$ cat src/dos_pkg.sv
// constants for the dual oscillator select block
// assumes a 32-bit avalon-mm slave with one register per aligned word
package dos_pkg;
    // register indices; byte address is four times the index
    localparam logic [7:0] DOS_IDX_CLK_SRC_SEL = 8'h85;
    localparam logic [7:0] DOS_IDX_OSC_CTRL = 8'h86;
    localparam logic [7:0] DOS_IDX_PRESC_RELOAD = 8'h8F;
    localparam int DOS_ADDR_W = 10;
    localparam int DOS_DATA_W = 32;
    localparam int DOS_REG_W = 8;

    // field positions
    localparam int DOS_CKS_BIT = 0;
    localparam int DOS_FAST_RUN_BIT = 0;
    localparam int DOS_SLOW_RUN_BIT = 1;
    localparam int DOS_T0_SUB_BIT = 2;

    // reset values of fields not loaded from the boot choice
    localparam logic DOS_T0_SUB_RST = 1'b0;
    localparam logic [7:0] DOS_PRESC_RST = 8'hFF;
    localparam logic [6:0] DOS_UPPER_RST = 7'h00;

    // synchroniser: pin inputs, index into the sync vector
    localparam int DOS_SYNC_N = 4;
    localparam int DOS_SYNC_FAST = 0;
    localparam int DOS_SYNC_SLOW = 1;
    localparam int DOS_SYNC_T0 = 2;
    localparam int DOS_SYNC_BOOT = 3;

    localparam logic [1:0] DOS_RESP_OK = 2'h0;

    typedef enum logic [1:0] {
        DOS_SW_RUN = 2'b00,
        DOS_SW_WAIT_LOW = 2'b01,
        DOS_SW_HANDOVER = 2'b11
    } dos_sw_t;
endpackage

$ cat src/dos_clock_ctrl.sv
// dual oscillator select: run/stop control, cpu clock source choice,
// prescaler and timer0 count source.
// assumes oscillator outputs and pins are asynchronous to i_ref_clk and
// far slower than it; power-down and idle bits come from same-clock logic.
//
// Local design decision: the Avalon-MM interface to the registers.
`timescale 1ns/10ps
`default_nettype none

module dos_clock_ctrl (
    input wire logic i_ref_clk,
    input wire logic i_sys_rst,
    input wire logic [dos_pkg::DOS_ADDR_W-1:0] i_avs_address,
    input wire logic i_avs_read,
    input wire logic i_avs_write,
    input wire logic [dos_pkg::DOS_DATA_W-1:0] i_avs_writedata,
    input wire logic [3:0] i_avs_byteenable,
    output logic [dos_pkg::DOS_DATA_W-1:0] o_avs_readdata,
    output logic [1:0] o_avs_response,
    output logic o_avs_waitrequest,
    input wire logic i_boot_osc_choice,
    input wire logic i_fast_oscillator,
    input wire logic i_slow_oscillator,
    input wire logic i_timer0_ext_input,
    input wire logic i_power_down_bit,
    input wire logic i_idle_bit,
    output logic o_fast_osc_stop,
    output logic o_slow_osc_stop,
    output logic o_cpu_clk,
    output logic o_periph_clk,
    output logic o_timer0_count_src
);
    function automatic logic reg_hit(input logic [dos_pkg::DOS_ADDR_W-1:0] addr,
                                     input logic [7:0] idx);
        reg_hit = (addr == {idx, 2'b00});
    endfunction

    // two-stage synchronisers for the oscillator, timer0 and boot strap inputs
    logic [dos_pkg::DOS_SYNC_N-1:0] pin_raw;
    logic [dos_pkg::DOS_SYNC_N-1:0] sync_a;
    logic [dos_pkg::DOS_SYNC_N-1:0] sync_b;
    assign pin_raw[dos_pkg::DOS_SYNC_FAST] = i_fast_oscillator;
    assign pin_raw[dos_pkg::DOS_SYNC_SLOW] = i_slow_oscillator;
    assign pin_raw[dos_pkg::DOS_SYNC_T0] = i_timer0_ext_input;
    assign pin_raw[dos_pkg::DOS_SYNC_BOOT] = i_boot_osc_choice;

    genvar g;
    generate
        for (g = 0; g < dos_pkg::DOS_SYNC_N; g = g + 1) begin : g_sync
            if (g == dos_pkg::DOS_SYNC_BOOT) begin : g_strap
                // strap chain is never cleared: reset loads the control
                // bits from it, so it must carry the strap during reset
                always_ff @(posedge i_ref_clk) begin
                    sync_a[g] <= pin_raw[g];
                    sync_b[g] <= sync_a[g];
                end
            end else begin : g_pin
                always_ff @(posedge i_ref_clk) begin
                    if (i_sys_rst) begin
                        sync_a[g] <= 1'b0;
                        sync_b[g] <= 1'b0;
                    end else begin
                        sync_a[g] <= pin_raw[g];
                        sync_b[g] <= sync_a[g];
                    end
                end
            end
        end
    endgenerate

    wire logic boot_sync = sync_b[dos_pkg::DOS_SYNC_BOOT];
    wire logic fast_sync = sync_b[dos_pkg::DOS_SYNC_FAST];
    wire logic slow_sync = sync_b[dos_pkg::DOS_SYNC_SLOW];
    wire logic t0_sync = sync_b[dos_pkg::DOS_SYNC_T0];

    // bus slave: one wait state on every access
    logic ack;
    wire logic req = i_avs_read | i_avs_write;
    wire logic acc_done = req & ack;
    assign o_avs_waitrequest = req & ~ack;
    assign o_avs_response = dos_pkg::DOS_RESP_OK;

    wire logic hit_sel = reg_hit(i_avs_address, dos_pkg::DOS_IDX_CLK_SRC_SEL);
    wire logic hit_osc = reg_hit(i_avs_address, dos_pkg::DOS_IDX_OSC_CTRL);
    wire logic hit_presc = reg_hit(i_avs_address, dos_pkg::DOS_IDX_PRESC_RELOAD);
    // writes without the low byte lane are dropped: the low byte lane must be enabled
    wire logic byte_ok = i_avs_byteenable[0];
    wire logic wr_ok = i_avs_write & acc_done & byte_ok;

    // registers
    logic cks;
    logic fast_osc_run;
    logic slow_osc_run;
    logic timer0_subclock_sel;
    logic [dos_pkg::DOS_REG_W-1:0] presc_reload;

    wire logic [dos_pkg::DOS_REG_W-1:0] wbyte = i_avs_writedata[dos_pkg::DOS_REG_W-1:0];

    // reset is synchronous and held for three edges, so boot_sync is settled
    always_ff @(posedge i_ref_clk) begin
        if (i_sys_rst) begin
            cks <= boot_sync;
            fast_osc_run <= boot_sync;
            slow_osc_run <= ~boot_sync;
            timer0_subclock_sel <= dos_pkg::DOS_T0_SUB_RST;
            presc_reload <= dos_pkg::DOS_PRESC_RST;
        end else begin
            // idle bit is never looked at here, so exit keeps all bits
            if (wr_ok && hit_sel) begin
                cks <= wbyte[dos_pkg::DOS_CKS_BIT];
            end
            if (wr_ok && hit_osc) begin
                fast_osc_run <= wbyte[dos_pkg::DOS_FAST_RUN_BIT];
                slow_osc_run <= wbyte[dos_pkg::DOS_SLOW_RUN_BIT];
                timer0_subclock_sel <= wbyte[dos_pkg::DOS_T0_SUB_BIT];
            end
            if (wr_ok && hit_presc) begin
                presc_reload <= wbyte;
            end
        end
    end

    // read data
    wire logic [dos_pkg::DOS_REG_W-1:0] rd_sel = {dos_pkg::DOS_UPPER_RST, cks};
    wire logic [dos_pkg::DOS_REG_W-1:0] rd_osc =
        {5'h00, timer0_subclock_sel, slow_osc_run, fast_osc_run};
    wire logic [dos_pkg::DOS_REG_W-1:0] rd_mux =
        hit_sel ? rd_sel :
        hit_osc ? rd_osc :
        hit_presc ? presc_reload : 8'h00;

    always_ff @(posedge i_ref_clk) begin
        if (i_sys_rst) begin
            ack <= 1'b0;
            o_avs_readdata <= 32'h00000000;
        end else begin
            ack <= req & ~ack;
            if (i_avs_read && !ack) begin
                o_avs_readdata <= {24'h000000, rd_mux};
            end
        end
    end

    // oscillator stop controls
    wire logic next_fast_stop = i_power_down_bit | ~fast_osc_run;
    wire logic next_slow_stop = i_power_down_bit | ~slow_osc_run;

    // source switch: the active source only changes at a divider wrap that takes cpu clock low,
    // or at once in power-down, so no phase is cut short
    dos_pkg::dos_sw_t sw_state;
    dos_pkg::dos_sw_t next_sw_state;
    logic src_fast;
    logic [dos_pkg::DOS_REG_W-1:0] presc_cnt;
    logic div_clk;
    logic fast_d;
    logic slow_d;

    wire logic fast_rise = fast_sync & ~fast_d;
    wire logic slow_rise = slow_sync & ~slow_d;
    // cks 1 picks the fast source, 0 the slow one
    wire logic src_rise = src_fast ? fast_rise : slow_rise;
    wire logic cnt_wrap = (presc_cnt == 8'hFF);
    wire logic tick = src_rise & ~i_power_down_bit;
    wire logic want_switch = (cks != src_fast);
    wire logic at_low_wrap = tick & cnt_wrap & div_clk;

    always_comb begin
        case (sw_state)
            dos_pkg::DOS_SW_RUN: begin
                next_sw_state = want_switch ? dos_pkg::DOS_SW_WAIT_LOW : dos_pkg::DOS_SW_RUN;
            end
            dos_pkg::DOS_SW_WAIT_LOW: begin
                if (!want_switch) begin
                    next_sw_state = dos_pkg::DOS_SW_RUN;
                end else if (at_low_wrap || i_power_down_bit) begin
                    next_sw_state = dos_pkg::DOS_SW_HANDOVER;
                end else begin
                    next_sw_state = dos_pkg::DOS_SW_WAIT_LOW;
                end
            end
            dos_pkg::DOS_SW_HANDOVER: begin
                next_sw_state = dos_pkg::DOS_SW_RUN;
            end
            default: begin
                next_sw_state = dos_pkg::DOS_SW_RUN;
            end
        endcase
    end

    wire logic do_handover = (sw_state == dos_pkg::DOS_SW_HANDOVER);
    // the divider keeps running on the old source while waiting, so its
    // output can still rise and then fall at a wrap; freezing it while low
    // would never reach the handover point
    wire logic hold_div = do_handover;

    always_ff @(posedge i_ref_clk) begin
        if (i_sys_rst) begin
            sw_state <= dos_pkg::DOS_SW_RUN;
            src_fast <= boot_sync;
            fast_d <= 1'b0;
            slow_d <= 1'b0;
        end else begin
            sw_state <= next_sw_state;
            fast_d <= fast_sync;
            slow_d <= slow_sync;
            if (do_handover) begin
                src_fast <= cks;
            end
        end
    end

    // prescaler: half period is (256 - reload) source edges
    always_ff @(posedge i_ref_clk) begin
        if (i_sys_rst) begin
            presc_cnt <= dos_pkg::DOS_PRESC_RST;
            div_clk <= 1'b0;
        end else if (do_handover) begin
            presc_cnt <= presc_reload;
        end else if (tick && !hold_div) begin
            if (cnt_wrap) begin
                presc_cnt <= presc_reload;
                div_clk <= ~div_clk;
            end else begin
                presc_cnt <= presc_cnt + 8'h01;
            end
        end
    end

    // registered clock and control outputs
    wire logic next_periph_clk = div_clk & ~i_power_down_bit;
    wire logic next_cpu_clk = next_periph_clk & ~i_idle_bit;
    wire logic next_t0_src = timer0_subclock_sel ? slow_sync : t0_sync;

    always_ff @(posedge i_ref_clk) begin
        if (i_sys_rst) begin
            o_fast_osc_stop <= 1'b0;
            o_slow_osc_stop <= 1'b1;
            o_cpu_clk <= 1'b0;
            o_periph_clk <= 1'b0;
            o_timer0_count_src <= 1'b0;
        end else begin
            o_fast_osc_stop <= next_fast_stop;
            o_slow_osc_stop <= next_slow_stop;
            o_cpu_clk <= next_cpu_clk;
            o_periph_clk <= next_periph_clk;
            o_timer0_count_src <= next_t0_src;
        end
    end
endmodule

`default_nettype wire

$ cat config.mk
export PLATFORM = sky130hd
export DESIGN_NAME = dos_clock_ctrl
export DESIGN_NICKNAME = d
export VERILOG_FILES = /design/src/dos_pkg.sv /design/src/dos_clock_ctrl.sv
export SDC_FILE = /design/constraint.sdc
export NUM_CORES = 1
export LEC_CHECK = 0
export ABC_AREA = 0
export BUFFER_PORTS_ARGS = -buffer_cell sky130_fd_sc_hd__clkbuf_2
export CORE_UTILIZATION = 51
export CTS_CLUSTER_SIZE = 30
export DETAILED_ROUTE_END_ITERATION = 12
export GPL_TIMING_DRIVEN = 0
export PLACE_DENSITY = 0.85
export SYNTH_ARGS = -nofsm -noshare
export SYNTH_HDL_FRONTEND = slang
export SYNTH_SLANG_ARGS = --single-unit
$ cat constraint.sdc
create_clock -name i_ref_clk -period 5.88 [get_ports i_ref_clk]
set_clock_uncertainty 0.2 [all_clocks]
set_input_delay 0.882 -clock i_ref_clk [delete_from_list [all_inputs] [get_ports i_ref_clk]]
set_output_delay 0.882 -clock i_ref_clk [all_outputs]
set_load 0.005 [all_outputs]
==> impl_metrics.yaml <==
status:
  status: "completed"
sta:
  final-setup-viol-count: 0
  rsz0062_at_grt: "no"
  maxSlewHeadroom: 0.628
  slew_viol_final: 0
  finalSetupTns_ns: 0
  hold_viol_final: 0
  finalCritPeriodShare: 0.419
  fmax_ghz: 0.406
  fin_crit_ns: 2.46
  worstMarginPinSlew_ns: 0.558
place:
  gp_congestion: 0.875
  numPortBuffers: 42
  dpl.hpwl_um: 3370
synthesis:
  syn_area_per_cell_um2: 9.41
  ys_ff_latch: 48
  ys_top_cells_by_area: "dfxtp_1, buf_4, edfxtp_1, mux2i_1, nor2_1"
  netlist.top_cell.by_area: "dfxtp_1"
  netlist_instances: 235
  async_reset_ff_frac: 0
  yosysUniqueCellTypes: 52
  ys_seq_area_frac: 0.452
  synth_ff_type: "dfxtp_1"
  synth.top_cell.area_share: 0.398
  netlist_area_um2: 2210
  synth_enable_flop_cells: 4
  ys_warn_count: 0
clocking:
  cts_made_buffers: 5
  cts_tree: "built"
  clock_path_buffers: 2
  clockRootBuffer: "clkbuf_8"
  cts_resized: 0
  postCtsSetupBuffers: 0
  clock-sinks: 48
  htree_levels: 2
  ctsHoldBuffers: 0
  clk_pin_slew_ns: 0.09
  clk_latency_ns: 0.30
floorplanning:
  rows: 23
  die_w_um: 67.9
  pin_count: 96
  chipHeight_um: 67.9
  die_area_um2: 4600
  core_um2: 4090
  start_util: 0.541
setup_path:
  startpoint_type: "input pin"
  arrival_ns: 2.44
  worstSetupPathType: "input pin to register"
  required_ns: 5.85
  r2r_slack_ns: 3.78
  r2r_start: "presc_cnt[0]"
  r2r_end: "presc_cnt[0]"
  end_kind: "register"
  cp_max_fo: 10
  worst-r2r-cell-count: 5
route:
  vias: 1852
  drt_iter0_markers: 62
  route.detailed.drc: 0
  firstDrtPassIters: 4
  routed_via_density: 5.14
  drtAntennaViolNets: 0
  wl_per_cell_um: 12.4
  drt_wl_total_um: 4450
final_layout:
  final_layout_size_suffix_gt1_frac: 0.284
  antenna_cells: 0
  num-fill-cells: 326
  syn2layout_area_growth_pct: 20.4
  layout_commonest_cell: "dfxtp_1"
  final_nets: 366
  layout_common_cells: "dfxtp_1, clkbuf_2, buf_4, conb_1, nor2_1"
global_routing:
  grt_overflow: 0
  track_usage: 0.208
  grt_pass1_wl_um: 7040
  grt_pass1_vias: 1579
  grt_antenna_before_repair: 0
  grt_max_degree: 16
min_path:
  whs_path_depth: 0
  holdPathEnd: "boot_sync"
  hold_start: "sync_a[3]"
  hold_path.class: "register to register"
pwr:
  p_total_mw: 0.600
  peakVddDrop_uv: 141
  p_leak_nw: 1.22
  p_per_area_nw_per_um2: 225
flow_run:
  max_cap_violations: 0
## registers in the layout, summed over array words and instances, names as in the netlist, 2 cells and up
name            flops
presc_cnt           8
presc_reload        8
o_avs_readdata      8
sync_a              4
sw_state            2
## per-layer routing
layer / GRT usage / up-vias / part of all wire
met3: 0.0467 / 10 / 0.050
met4: 0.0885 / 0 / 0.021
met5: 0 / - / 0
met2: 0.327 / 62 / 0.46
li1: - / 927 / -
met1: 0.274 / 853 / 0.47
## cell families (layout without fill, tap and decap cells)
group,after synthesis,count (layout),share of synthesized area
AO/OA/AOI/OAI,48,48,0.145
buffers and inverters,45,95,0.128
other,1,26,0.00170
flip-flops,48,48,0.452
XOR/XNOR,4,4,0.0158
multiplexers,9,9,0.0407
adder cells (fa/ha/maj),1,1,0.00566
AND/OR/NAND/NOR,79,79,0.210
## synth_stat cells (all sizes together) (4+ instances only)
cell,count
dfxtp,44
mux2i,9
inv,8
a22oi,5
o211ai,4
o21ai,10
nor2b,9
nor2,18
edfxtp,4
clkbuf,5
a21oi,11
nand2,17
nor4,5
nor3,5
nand3,5
buf,32
## report_power, final
group | switching, mW | leakage, nW | total, mW | internal, mW
sequential | 0.00559 | 0.398 | 0.344 | 0.338
clock | 0.108 | 0.0412 | 0.191 | 0.0832
combinational | 0.0328 | 0.783 | 0.0650 | 0.0322
## worst max-delay path: stages
cell	delay, ns
clkbuf_2	0.08
or3b_1	0.36
clkbuf_1	0.22
nor4_4	0.40
buf_6	0.20
mux2i_1	0.22
nand2_1	0.08
## how the worst max path moves through the flow
stage / cells after the start / slack (ns) / start / end
2_1_floorplan: 4 / 3.28 / i_avs_address[8] / cks
3_3_place_gp: 5 / 3.15 / i_avs_address[8] / cks
3_5_place_dp: 7 / 3.12 / i_avs_address[7] / presc_reload[1]
4_1_cts: 7 / 3.41 / i_avs_address[7] / presc_reload[1]
5_1_grt: 7 / 3.35 / i_avs_address[7] / presc_reload[1]
6_report: 7 / 3.42 / i_avs_address[7] / presc_reload[1]
## per-stage QoR
stage,hold slack (ns),util,cell area [um^2],setup slack (ns),std cells
finish,0.138,0.652,2660,3.42,360
global route,0.143,0.652,2660,3.35,360
CTS,0.141,0.652,2660,3.41,360
detailed placement,0.122,0.631,2580,3.12,352
global placement,0.111,0.631,2580,3.15,352
floorplan,0.110,-,2310,3.28,260
## final cells by class
cell class | instances | area, um^2 | area share
Clock buffer | 6 | 72.6 | 0.0272
Buffer | 37 | 254 | 0.0954
Inverter | 8 | 30.0 | 0.0113
Multi-Input combinational cell | 167 | 1020 | 0.383
Timing Repair Buffer | 42 | 210 | 0.0789
Tap cell | 50 | 62.6 | 0.0235
Clock inverter | 2 | 12.5 | 0.00470
Sequential cell | 48 | 1000 | 0.376
Note: power is estimated with default switching activity, not from simulation.
